**config.mk**
```make
export PLATFORM = sky130hd
export DESIGN_NAME = flash_status_protect_id_cmds
export DESIGN_NICKNAME = d
export VERILOG_FILES = /design/src/hdl/flash_cmd_pkg.sv /design/src/hdl/spi_events_if.sv /design/src/hdl/flash_status_protect_id_cmds.sv /design/src/hdl/pin_sync.sv
export SDC_FILE = /design/constraint.sdc
export NUM_CORES = 1
export LEC_CHECK = 0
export BUFFER_PORTS_ARGS = -buffer_cell sky130_fd_sc_hd__buf_4
export CAP_MARGIN = 30
export CORE_ASPECT_RATIO = 0.9
export CORE_UTILIZATION = 40
export DETAILED_ROUTE_END_ITERATION = 6
export PLACE_DENSITY = 0.65
export SYNTH_ARGS = -nofsm -noshare
export SYNTH_HDL_FRONTEND = slang
export SYNTH_SLANG_ARGS = --single-unit
```
**constraint.sdc**
```tcl
create_clock -name clk -period 1.99 [get_ports clk]
set_clock_uncertainty 0.05 [all_clocks]
set_input_delay 0 -clock clk [delete_from_list [all_inputs] [get_ports clk]]
set_output_delay 0 -clock clk [all_outputs]
set_load 0.1 [all_outputs]
```
**src/hdl/flash_cmd_pkg.sv**
```systemverilog
// Opcodes, status field layout, identity codes and states of the command interpreter
package flash_cmd_pkg;

  // ----------------------------------------------------------------
  // Opcodes
  // ----------------------------------------------------------------
  localparam logic [7:0] OP_WRITE_DISABLE = 8'h04;
  localparam logic [7:0] OP_WRITE_ENABLE = 8'h06;
  localparam logic [7:0] OP_STATUS_ARM = 8'h50;
  localparam logic [7:0] OP_STATUS_WRITE = 8'h01;
  localparam logic [7:0] OP_READ_ID_A = 8'h90;
  localparam logic [7:0] OP_READ_ID_B = 8'hAB;

  // ----------------------------------------------------------------
  // Identity codes (values arbitrary)
  // ----------------------------------------------------------------
  localparam logic [7:0] MAKER_CODE = 8'hA5;
  localparam logic [7:0] PART_CODE = 8'h5A;

  // ----------------------------------------------------------------
  // Status byte field positions and reset values
  // ----------------------------------------------------------------
  localparam int BP_LO_POS = 2;
  localparam int BP_HI_POS = 3;
  localparam int LOCK_POS = 7;
  localparam logic STATUS_BIT_RST = 1'b0;

  // ----------------------------------------------------------------
  // Shift counts and synchroniser reset pattern
  // ----------------------------------------------------------------
  localparam logic [4:0] LAST_BYTE_BIT = 5'h07;
  localparam logic [4:0] LAST_ADDR_BIT = 5'h17;
  localparam logic [2:0] BIT_MSB = 3'h7;
  localparam logic [3:0] PIN_SYNC_RST = 4'h2;

  typedef enum logic [2:0] {
    ST_IDLE = 3'b000,
    ST_CMD  = 3'b001,
    ST_ADDR = 3'b010,
    ST_DATA = 3'b011,
    ST_ID   = 3'b100,
    ST_SKIP = 3'b101
  } cmd_state_e;

endpackage

```
**src/hdl/spi_events_if.sv**
```systemverilog
// Synchronised serial bus events passed from the pin sampler to the interpreter
`timescale 1ns/1ps
interface spi_events_if;
  logic sck_rise;
  logic sck_fall;
  logic cs_fall;
  logic cs_rise;
  logic selected;
  logic din;
  logic wp_high;

  modport src (output sck_rise, sck_fall, cs_fall, cs_rise, selected, din, wp_high);
  modport sink (input sck_rise, sck_fall, cs_fall, cs_rise, selected, din, wp_high);
endinterface

```
**src/hdl/flash_status_protect_id_cmds.sv**
```systemverilog
// Serial flash command interpreter: write enable/disable, protected status write, ID read
`timescale 1ns/1ps
module flash_status_protect_id_cmds (
  input wire logic clk,
  input wire logic srst,
  input wire logic ce,
  input wire logic sck,
  input wire logic cs_n,
  input wire logic mosi,
  input wire logic wp_n,
  input wire logic auto_increment_set,
  output logic miso,
  output logic miso_oe,
  output logic write_enable_latch,
  output logic auto_increment_program_flag,
  output logic block_protect_lo,
  output logic block_protect_hi,
  output logic protect_lock_bit,
  output logic status_armed
);

  spi_events_if ev ();

  pin_sync u_pin_sync (
    .clk(clk),
    .srst(srst),
    .ce(ce),
    .sck(sck),
    .cs_n(cs_n),
    .mosi(mosi),
    .wp_n(wp_n),
    .ev(ev)
  );

  flash_cmd_pkg::cmd_state_e state;
  flash_cmd_pkg::cmd_state_e next_state;
  logic [7:0] shreg;
  logic [7:0] opcode;
  logic [7:0] wr_data;
  logic [4:0] bit_cnt;
  logic [2:0] id_idx;
  logic id_sel;
  logic cmd_ok;
  logic data_ok;

  // ----------------------------------------------------------------
  // Decode
  // ----------------------------------------------------------------
  wire rise = ce & ev.sck_rise & ev.selected & ~ev.cs_fall;
  wire fall = ce & ev.sck_fall & ev.selected & (state == flash_cmd_pkg::ST_ID);
  wire [7:0] next_shreg = {shreg[6:0], ev.din};
  wire byte_done = rise & (bit_cnt == flash_cmd_pkg::LAST_BYTE_BIT);
  wire addr_done = rise & (bit_cnt == flash_cmd_pkg::LAST_ADDR_BIT);
  wire is_id_op = (next_shreg == flash_cmd_pkg::OP_READ_ID_A)
                | (next_shreg == flash_cmd_pkg::OP_READ_ID_B);
  wire cs_end = ce & ev.cs_rise;
  wire exec = cs_end & cmd_ok;
  wire write_disable_exec = exec & (opcode == flash_cmd_pkg::OP_WRITE_DISABLE);
  wire write_enable_exec = exec & (opcode == flash_cmd_pkg::OP_WRITE_ENABLE);
  wire arm_exec = exec & (opcode == flash_cmd_pkg::OP_STATUS_ARM);
  wire status_write_exec = exec & (opcode == flash_cmd_pkg::OP_STATUS_WRITE) & data_ok
                         & status_armed;
  wire status_open = ~protect_lock_bit | ev.wp_high;
  wire status_write_apply = status_write_exec & status_open;
  wire [7:0] id_byte = id_sel ? flash_cmd_pkg::PART_CODE : flash_cmd_pkg::MAKER_CODE;

  always_comb begin
    next_state = state;
    case (state)
      flash_cmd_pkg::ST_CMD: begin
        if (byte_done) begin
          if (is_id_op) begin
            next_state = flash_cmd_pkg::ST_ADDR;
          end else if (next_shreg == flash_cmd_pkg::OP_STATUS_WRITE) begin
            next_state = flash_cmd_pkg::ST_DATA;
          end else begin
            next_state = flash_cmd_pkg::ST_SKIP;
          end
        end
      end
      flash_cmd_pkg::ST_ADDR: begin
        if (addr_done) begin
          next_state = flash_cmd_pkg::ST_ID;
        end
      end
      flash_cmd_pkg::ST_DATA: begin
        if (byte_done) begin
          next_state = flash_cmd_pkg::ST_SKIP;
        end
      end
      flash_cmd_pkg::ST_ID: next_state = flash_cmd_pkg::ST_ID;
      flash_cmd_pkg::ST_SKIP: next_state = flash_cmd_pkg::ST_SKIP;
      flash_cmd_pkg::ST_IDLE: next_state = flash_cmd_pkg::ST_IDLE;
      default: next_state = flash_cmd_pkg::ST_IDLE;
    endcase
    if (ce & ev.cs_fall) begin
      next_state = flash_cmd_pkg::ST_CMD;
    end
    if (cs_end) begin
      next_state = flash_cmd_pkg::ST_IDLE;
    end
  end

  wire phase_end = (next_state != state);

  // ----------------------------------------------------------------
  // Shifter and framing
  // ----------------------------------------------------------------
  always_ff @(posedge clk) begin
    if (srst) begin
      state <= flash_cmd_pkg::ST_IDLE;
      shreg <= 8'h00;
      bit_cnt <= 5'h00;
    end else if (ce) begin
      state <= next_state;
      if (ev.cs_fall | phase_end) begin
        bit_cnt <= 5'h00;
      end else if (rise) begin
        bit_cnt <= bit_cnt + 5'h01;
      end
      if (rise) begin
        shreg <= next_shreg;
      end
    end
  end

  always_ff @(posedge clk) begin
    if (srst) begin
      opcode <= 8'h00;
      wr_data <= 8'h00;
      cmd_ok <= 1'b0;
      data_ok <= 1'b0;
    end else if (ce) begin
      if (ev.cs_fall) begin
        cmd_ok <= 1'b0;
        data_ok <= 1'b0;
      end else if (byte_done & (state == flash_cmd_pkg::ST_CMD)) begin
        opcode <= next_shreg;
        cmd_ok <= 1'b1;
      end else if (byte_done & (state == flash_cmd_pkg::ST_DATA)) begin
        wr_data <= next_shreg;
        data_ok <= 1'b1;
      end
    end
  end

  // ----------------------------------------------------------------
  // Write-enable latch, auto-increment flag, arming
  // ----------------------------------------------------------------
  always_ff @(posedge clk) begin
    if (srst) begin
      write_enable_latch <= 1'b0;
      auto_increment_program_flag <= 1'b0;
      status_armed <= 1'b0;
    end else if (ce) begin
      if (write_enable_exec) begin
        write_enable_latch <= 1'b1;
      end else if (write_disable_exec) begin
        write_enable_latch <= 1'b0;
      end
      if (auto_increment_set) begin
        auto_increment_program_flag <= 1'b1;
      end else if (write_disable_exec) begin
        auto_increment_program_flag <= 1'b0;
      end
      if (cs_end) begin
        status_armed <= arm_exec;
      end
    end
  end

  // ----------------------------------------------------------------
  // Protection bits
  // ----------------------------------------------------------------
  always_ff @(posedge clk) begin
    if (srst) begin
      block_protect_lo <= flash_cmd_pkg::STATUS_BIT_RST;
      block_protect_hi <= flash_cmd_pkg::STATUS_BIT_RST;
      protect_lock_bit <= flash_cmd_pkg::STATUS_BIT_RST;
    end else if (ce & status_write_apply) begin
      block_protect_lo <= wr_data[flash_cmd_pkg::BP_LO_POS];
      block_protect_hi <= wr_data[flash_cmd_pkg::BP_HI_POS];
      protect_lock_bit <= wr_data[flash_cmd_pkg::LOCK_POS];
    end
  end

  // ----------------------------------------------------------------
  // Identification output
  // ----------------------------------------------------------------
  always_ff @(posedge clk) begin
    if (srst) begin
      id_sel <= 1'b0;
      id_idx <= flash_cmd_pkg::BIT_MSB;
      miso <= 1'b0;
      miso_oe <= 1'b0;
    end else if (ce) begin
      if (cs_end) begin
        miso_oe <= 1'b0;
      end else if (addr_done & (state == flash_cmd_pkg::ST_ADDR)) begin
        id_sel <= next_shreg[0];
        id_idx <= flash_cmd_pkg::BIT_MSB;
      end else if (fall) begin
        miso <= id_byte[id_idx];
        miso_oe <= 1'b1;
        id_idx <= id_idx - 3'h1;
        if (id_idx == 3'h0) begin
          id_sel <= ~id_sel;
        end
      end
    end
  end
endmodule

```
**src/hdl/pin_sync.sv**
```systemverilog
// Two-stage pin synchronisers and edge detection for the serial bus pins
`timescale 1ns/1ps
module pin_sync (
  input wire logic clk,
  input wire logic srst,
  input wire logic ce,
  input wire logic sck,
  input wire logic cs_n,
  input wire logic mosi,
  input wire logic wp_n,
  spi_events_if.src ev
);

  logic [3:0] stage1;
  logic [3:0] stage2;
  logic sck_d;
  logic cs_d;

  // ----------------------------------------------------------------
  // Synchronisers: bit 0 sck, 1 cs_n, 2 mosi, 3 wp_n
  // ----------------------------------------------------------------
  always_ff @(posedge clk) begin
    if (srst) begin
      stage1 <= flash_cmd_pkg::PIN_SYNC_RST;
      stage2 <= flash_cmd_pkg::PIN_SYNC_RST;
      sck_d <= 1'b0;
      cs_d <= 1'b1;
    end else if (ce) begin
      stage1 <= {wp_n, mosi, cs_n, sck};
      stage2 <= stage1;
      sck_d <= stage2[0];
      cs_d <= stage2[1];
    end
  end

  // ----------------------------------------------------------------
  // Edge decode from second stage only
  // ----------------------------------------------------------------
  assign ev.sck_rise = stage2[0] & ~sck_d;
  assign ev.sck_fall = ~stage2[0] & sck_d;
  assign ev.cs_fall = ~stage2[1] & cs_d;
  assign ev.cs_rise = stage2[1] & ~cs_d;
  assign ev.selected = ~stage2[1];
  assign ev.din = stage2[2];
  assign ev.wp_high = stage2[3];

endmodule

```
==> results.yml, run 1 <==
detailed_routing:
  wire_per_inst_um: 13.4
  vias: 1985
  antenna_left: 0
  drt_iter0_drc: 122
  routed_wl_um: 5300
  first_pass_iters: 4
  drc_errors: 0
  viasPerCell: 5.01
flow_run:
  drv_cap: 0
worst_setup_path:
  crit_type: "reg -> reg"
  critPathMaxFanout: 5
  path_delay_family: "compound AO/OA/AOI/OAI gates"
  r2r-start: "shreg[0]$_SDFFE_PP0P_"
  r2r_setup_slack_ns: 0.05
  arrival_ns: 2.07
  path_buf_inv: 0
  end_kind: "flip-flop"
  startpoint_type: "flip-flop"
  crit_chain: "and4b_1 -> nand4_4 -> a2111oi_0 -> a211oi_1 -> o221ai_1 -> a31oi_1"
  worstPathRequired_ns: 2.12
  cp_slowest_stage_delay_ns: 0.55
  r2r_end: "state[0]$_SDFFE_PP0P_"
  rr_worst_depth: 6
  crit_slowest_cell: "a2111oi_0"
global_route:
  grt_max_degree: 42
  gr-usage-all-layers_pct: 17.2
  grt.overflow.total: 0
  grt_pass1_wl_um: 9170
  grt_pass1_vias: 1946
  antenna_found_initial: 0
layout:
  most-common-layout-cells: "dfxtp_1 (41), buf_4 (36), nand2_1 (33)"
  diodes: 0
  fin_area_sq_um: 3080
  nets: 320
  ff_latch_area_sq_um: 1010
  multi_input_area_sq_um: 1460
  area_delta_synth_final_pct: 21.5
  fillers: 573
  finalNonFillerCells: 396
  drive_gt1_share_pct: 28.2
  final_common_cell: "dfxtp_1"
clock_tree:
  cts_buffers: 5
  clk_pin_slew_ns: 0.09
  cts_tree: "done"
  clockBufferDepth: 2
  clock_sinks: 50
  htree_levels: 2
  cts_root_buffer: "clkbuf_8"
  clk_latency_ns: 0.30
timing:
  worstMarginPinSlew_ns: 0.542
  min_period_ns: 1.94
  fin_crit_sh_pct: 97.7
  fin_hold_ws_ns: 0.0761
  fin_ws_ns: 0.0453
  hold_viol: 0
  fmax_mhz: 514
  slew_viol_final: 0
  finalSetupViolCount: 0
  setup_tns_ns: 0
  max_slew_margin_pct: 62.9
die:
  io_pins: 16
  design.die.area_sq_um: 6660
  core_sq_um: 6110
  die_h_um: 77.5
  initial_utilization_pct: 41.5
  die_w_um: 85.9
  fp-row-count: 27
hold_path:
  min-delay-start: "srst"
  hold_depth: 2
  hold_end: "protect_lock_bit$_SDFFE_PP0P_"
  hold_path.class: "in -> reg"
placement:
  dp_cells: 376
  hpwl_um: 3700
  port_buffers: 15
  place_congestion: 0.844
  placed_cell_area_sq_um: 2810
  place_ws_ns: 0.00193
yosys:
  ys_warn_count: 0
  synth_cell_types: 67
  syn_inst: 270
  async_reset_ff_share_pct: 0
  yosys_most_used_dff: "dfxtp_1"
  avgSynthCellArea_sq_um: 9.39
  ys_seq_area_share_pct: 39.5
  synth_fp_nets: 282
  netlist_area_sq_um: 2530
  synth-edff-count: 0
  synth-seq-cells: 50
power_and_ir_drop:
  p_int_uw: 1360
  pwr-share-clk_pct: 33.8
  cellLeakagePower_uw: 0.00117
  peakVddDrop_uv: 356
  p_comb_share_pct: 8.9
  power_frac_seq_pct: 57.3
  swShare_pct: 24.0
  power.density_nw_per_um2: 582
  switching_power_uw: 431
status:
  status: "completed"
==> power groups by stage <==
stage / clock network [uW] / registers (uW) / logic (uW)
after global placement: 0 / 1050 / 138
after detailed placement: 0 / 1050 / 140
after global routing: 675 / 1030 / 172
after floorplan: 0 / 1050 / 101
after CTS: 629 / 1030 / 154
final: 607 / 1030 / 159
==> synthesized netlist by cell type, types with 2 or more instances <==
master	n	area [sq um]
dfxtp_1	50	1000
nand2_1	33	124
nor2_1	31	116
mux2i_1	22	220
a21oi_1	15	75.1
inv_1	13	48.8
xnor2_1	5	43.8
clkbuf_1	4	15.0
ha_1	4	50.1
nand3_1	4	20.0
nand4_1	4	25.0
o22ai_1	4	25.0
xor2_1	4	35.0
a211oi_1	3	22.5
buf_6	3	33.8
nand2b_1	3	18.8
nand3_2	3	30.0
nor3b_1	3	22.5
o21ai_0	3	15.0
a21oi_2	2	17.5
a221oi_1	2	17.5
a31oi_1	2	12.5
and3_1	2	12.5
buf_1	2	7.51
buf_2	2	10.0
inv_2	2	7.51
nand3b_1	2	15.0
nor3_2	2	20.0
nor4b_2	2	30.0
o211ai_1	2	15.0
==> what timing repair did <==
item	CTS	global route
buffers inserted	0	4
setup endpoints to repair	5	8
hold buffers	8	0
pin swaps	2	6
resized for setup	2	17
hold endpoints to repair	6	0
==> cell families after synthesis <==
kind of cell | count (synthesis) | share of synthesized area (%)
mux | 22 | 8.69
flops | 50 | 39.5
fa+ha+maj | 4 | 1.97
buf+inv | 28 | 5.68
compound gates | 50 | 16.5
simple gates | 107 | 24.6
xor+xnor | 9 | 3.11
==> routing by layer <==
layer,up-vias,global-route usage [%],share of wire [%]
li1,1026,-,-
met1,921,23.9,52
met2,32,26.9,44
met3,6,3.72,2.9
met4,0,4.67,1.1
met5,-,0,0
==> layout make-up <==
cell class / count / share of cell area [%]
clock inverter: 1 / 0.162
sequential: 50 / 32.9
tap: 87 / 3.53
inverter: 15 / 1.83
clock buffer: 7 / 2.80
timing repair buffer: 44 / 11.4
multi-input combinational: 192 / 47.4
==> worst max-delay path by stage <==
stage / startpoint / endpoint / slack, ns / cells after the start
floorplan: state[1]$_SDFFE_PP0P_ / bit_cnt[2]$_SDFFE_PP0P_ / 0.003 / 7
global placement: state[1]$_SDFFE_PP0P_ / bit_cnt[2]$_SDFFE_PP0P_ / 0.06 / 7
detailed placement: state[1]$_SDFFE_PP0P_ / bit_cnt[0]$_SDFFE_PP0P_ / 0.002 / 7
CTS: bit_cnt[0]$_SDFFE_PP0P_ / bit_cnt[2]$_SDFFE_PP0P_ / 0.05 / 7
global route: shreg[2]$_SDFFE_PP0P_ / state[0]$_SDFFE_PP0P_ / -0.09 / 6
finish: shreg[0]$_SDFFE_PP0P_ / state[0]$_SDFFE_PP0P_ / 0.05 / 6
==> sequential cells by signal (all words and copies together) (netlist names) <==
name                         cells
u_pin_sync.stage1                4
state                            3
block_protect_hi                 1
shreg                            7
miso_oe                          1
u_pin_sync.stage2                4
opcode                           8
auto_increment_program_flag      1
status_armed                     1
cmd_ok                           1
u_pin_sync.sck_d                 1
write_enable_latch               1
data_ok                          1
block_protect_lo                 1
bit_cnt                          5
u_pin_sync.cs_d                  1
id_idx                           3
wr_data                          3
protect_lock_bit                 1
miso                             1
id_sel                           1
==> per-stage QoR <==
| stage | power, uW | util, % |
|---|---|---|
| 4_1_cts | 1810 | 48.9 |
| 3_5_place_dp | 1190 | 46.0 |
| 2_1_floorplan | 1150 | - |
| 5_1_grt | 1880 | 50.4 |
| 3_3_place_gp | 1190 | 46.0 |
| 6_report | 1790 | 50.4 |
Note: power is estimated with default switching activity, not from simulation.
==> run 2: changes to the inputs <==
--- a/config.mk
+++ b/config.mk
@@ -6,11 +6,12 @@
 export NUM_CORES = 1
 export LEC_CHECK = 0
 export BUFFER_PORTS_ARGS = -buffer_cell sky130_fd_sc_hd__buf_4
-export CAP_MARGIN = 30
+export CAP_MARGIN = 20
 export CORE_ASPECT_RATIO = 0.9
 export CORE_UTILIZATION = 40
 export DETAILED_ROUTE_END_ITERATION = 6
-export PLACE_DENSITY = 0.65
+export PLACE_DENSITY = 0.63
 export SYNTH_ARGS = -nofsm -noshare
 export SYNTH_HDL_FRONTEND = slang
+export SYNTH_HIERARCHICAL = 1
 export SYNTH_SLANG_ARGS = --single-unit
==> constraint.sdc (replaced) <==
create_clock -name clk -period 2 [get_ports clk]
set_clock_uncertainty 0.05 [all_clocks]
set_input_delay 0 -clock clk [delete_from_list [all_inputs] [get_ports clk]]
set_output_delay 0 -clock clk [all_outputs]
set_load 0.1 [all_outputs]
==> run 2 against run 1 <==
Net effect:
- the flow now finishes with violations (setup timing)
- worst setup slack got worse by 0.11 ns
- routed wire length is 6.6% higher
- sequential power hardly changed
- largest power group unchanged
- first-iteration DRC count fell by 30%
- largest cell class unchanged
- worst hold slack better by 0.0053 ns
- die area down 3.3%
- cell area rose by 6.0%
- via count increased by 5.9%
- non-clock buffer count up 19
- global-route usage increased by 1.4 points
- maximum frequency fell by 5.9%
- core utilization grew 6.0 points
==> results.yml, run 2 <==
status:
  status: "finished with violations"
  violations: "setup timing"
yosys:
  ys_top_cells_by_area: "dfxtp_1 (41%), mux2i_1 (9.8%), nor2_1 (4.6%)"
  synth_commonest_cells: "dfxtp_1 (50), nor2_1 (30), nand2_1 (29), mux2i_1 (24), a21oi_1 (18)"
  yosysTopAreaCell: "dfxtp_1"
  syn_inst: 268
  async_reset_ff_share_pct: 0
  synth_fp_nets: 280
  synth_cell_types: 57
  yosysMostFrequentCell: "dfxtp_1"
  ys_warn_count: 6
  synth-edff-count: 0
  synth-seq-cells: 50
  ys_seq_area_share_pct: 40.9
  netlist_area_sq_um: 2450
  yosys_most_used_dff: "dfxtp_1"
  netlist.area_leader.share_pct: 40.9
  avgSynthCellArea_sq_um: 9.14
layout:
  drive_gt1_share_pct: 32.4
  largest_reg_flops: 8
  area_delta_synth_final_pct: 33.3
  reg_top3: "opcode: 8 flops, shreg: 7 flops, bit_cnt: 5 flops"
  regMostFlops: "opcode"
  most-common-layout-cells: "buf_4 (53), dfxtp_1 (44), nor2_1 (29)"
  fin_area_sq_um: 3270
  nets: 338
  diodes: 0
  final_common_cell: "buf_4"
  fillers: 517
worst_setup_path:
  r2r_setup_slack_ns: -0.07
  path_delay_family: "simple AND/OR/NAND/NOR gates"
  worstPathRequired_ns: 2.14
  end_kind: "flip-flop"
  crit_slowest_cell: "dfxtp_2"
  crit_cells: 10
  rr_worst_depth: 10
  critPathMaxFanout: 8
  startpoint_type: "flip-flop"
  r2r_end: "bit_cnt[4]$_SDFFE_PP0P_"
  crit_path_frequent_cell: "buf_4"
  crit_type: "reg -> reg"
  crit_chain: "nor2b_4 -> and4b_2 -> nand3b_4 -> buf_4 -> o41ai_4 -> a221oi_4 -> buf_6 -> buf_4 -> o211ai_1 -> a21oi_1"
  arrival_ns: 2.20
  path_buf_inv: 3
  cp_slowest_stage_delay_ns: 0.33
  r2r-start: "u_pin_sync/cs_d$_SDFFE_PP1P_"
clock_tree:
  cts_buffers: 5
  clock_sinks: 50
  htree_levels: 2
  clk_pin_slew_ns: 0.10
  cts_tree: "done"
  cts_root_buffer: "clkbuf_8"
  clk_latency_ns: 0.31
  clockBufferDepth: 2
global_route:
  antenna_found_initial: 0
  grt.overflow.total: 0
  grt_pass1_vias: 2018
  grt_pass1_wl_um: 9560
  gr-usage-all-layers_pct: 18.6
  grt_max_degree: 47
placement:
  place_congestion: 0.824
  port_buffers: 15
  placed_cell_area_sq_um: 2860
  hpwl_um: 3670
timing:
  fin_ws_ns: -0.0672
  fin_crit_sh_pct: 103
  fmax_mhz: 484
  slew_viol_final: 0
  hold_viol: 0
  finalSetupViolCount: 6
  setup_tns_ns: -0.287
  worstMarginPinSlew_ns: 0.503
  min_period_ns: 2.07
  rsz0062_at_grt: "yes"
  max_slew_margin_pct: 66.5
hold_path:
  hold_end: "u_pin_sync/stage1[2]$_SDFFE_PP0P_"
  hold_path.class: "in -> reg"
  min-delay-start: "srst"
  hold_depth: 2
flow_run:
  drv_cap: 0
die:
  fp-row-count: 26
  io_pins: 16
  design.die.area_sq_um: 6440
  die_w_um: 84.5
  die_h_um: 76.2
  core_sq_um: 5790
  initial_utilization_pct: 42.3
detailed_routing:
  vias: 2103
  antenna_left: 0
  first_pass_iters: 4
  wire_per_inst_um: 14.2
  viasPerCell: 5.30
  routed_wl_um: 5660
  drt_iter0_drc: 86
  drc_errors: 0
power_and_ir_drop:
  power.density_nw_per_um2: 589
  peakVddDrop_uv: 510
  cellLeakagePower_uw: 0.00134
  power_uw: 1920
-- run 2: repair_timing --
| item | CTS | global route |
|---|---|---|
| endpoints found under the hold margin | 6 | 0 |
| pin swaps | 18 | 16 |
| gates cloned | 2 | 0 |
| endpoints found under the setup margin | 27 | 28 |
| gates resized for setup | 25 | 9 |
| buffers inserted | 6 | 4 |
| hold buffers | 6 | 0 |
-- run 2: worst max-delay path by stage --
stage                                      startpoint                       to  slack (ns)
floorplan                       state[1]$_SDFFE_PP0P_  bit_cnt[2]$_SDFFE_PP0P_       -0.03
global placement    u_pin_sync/stage2[1]$_SDFFE_PP1P_  bit_cnt[2]$_SDFFE_PP0P_       -0.11
detailed placement              state[1]$_SDFFE_PP0P_  bit_cnt[2]$_SDFFE_PP0P_       -0.22
CTS                      u_pin_sync/cs_d$_SDFFE_PP1P_      id_sel$_SDFFE_PP0P_       -0.07
global route             u_pin_sync/cs_d$_SDFFE_PP1P_  bit_cnt[3]$_SDFFE_PP0P_       -0.16
finish                   u_pin_sync/cs_d$_SDFFE_PP1P_  bit_cnt[4]$_SDFFE_PP0P_       -0.07
-- run 2: per-layer routing --
metal	track usage (%)	routed length [um]
met5	0	0
met3	3.25	127
met2	29.4	2560
met4	6.61	125
met1	25.6	2850
-- run 2: layout make-up --
type	count	area, sq um	share of cell area [%]
multi-input cells	197	1500	46.1
repair buffers	63	512	15.7
well taps	70	87.6	2.68
inverters	9	36.3	1.11
clock inverters	3	48.8	1.49
flip-flops and latches	50	1010	30.9
clock buffers	5	68.8	2.11
-- run 2: where the power goes --
| part | switching, uW | internal, uW |
|---|---|---|
| clock network | 371 | 382 |
| registers | 9.21 | 1010 |
| logic | 83.6 | 71.1 |
-- run 2: kinds of logic after synthesis --
family                     synth area share, %
AOI/OAI and AO/OA                         17.6
buffers and inverters                     5.00
xor gates and xnor gates                  1.79
adders and majority gates                 2.04
DFF                                       40.9
muxes                                     9.81
and+or+nand+nor                           22.9
-- run 2: per-stage QoR --
step,utilization [%],hold slack (ns),instances,worst slack [ns]
detailed placement,49.3,0.175,373,-0.217
CTS,55.2,0.0728,393,-0.0695
finish,56.4,0.0814,397,-0.0672
floorplan,-,0.0773,268,-0.0338
global placement,49.3,0.166,373,-0.105
global route,56.4,0.0895,397,-0.164
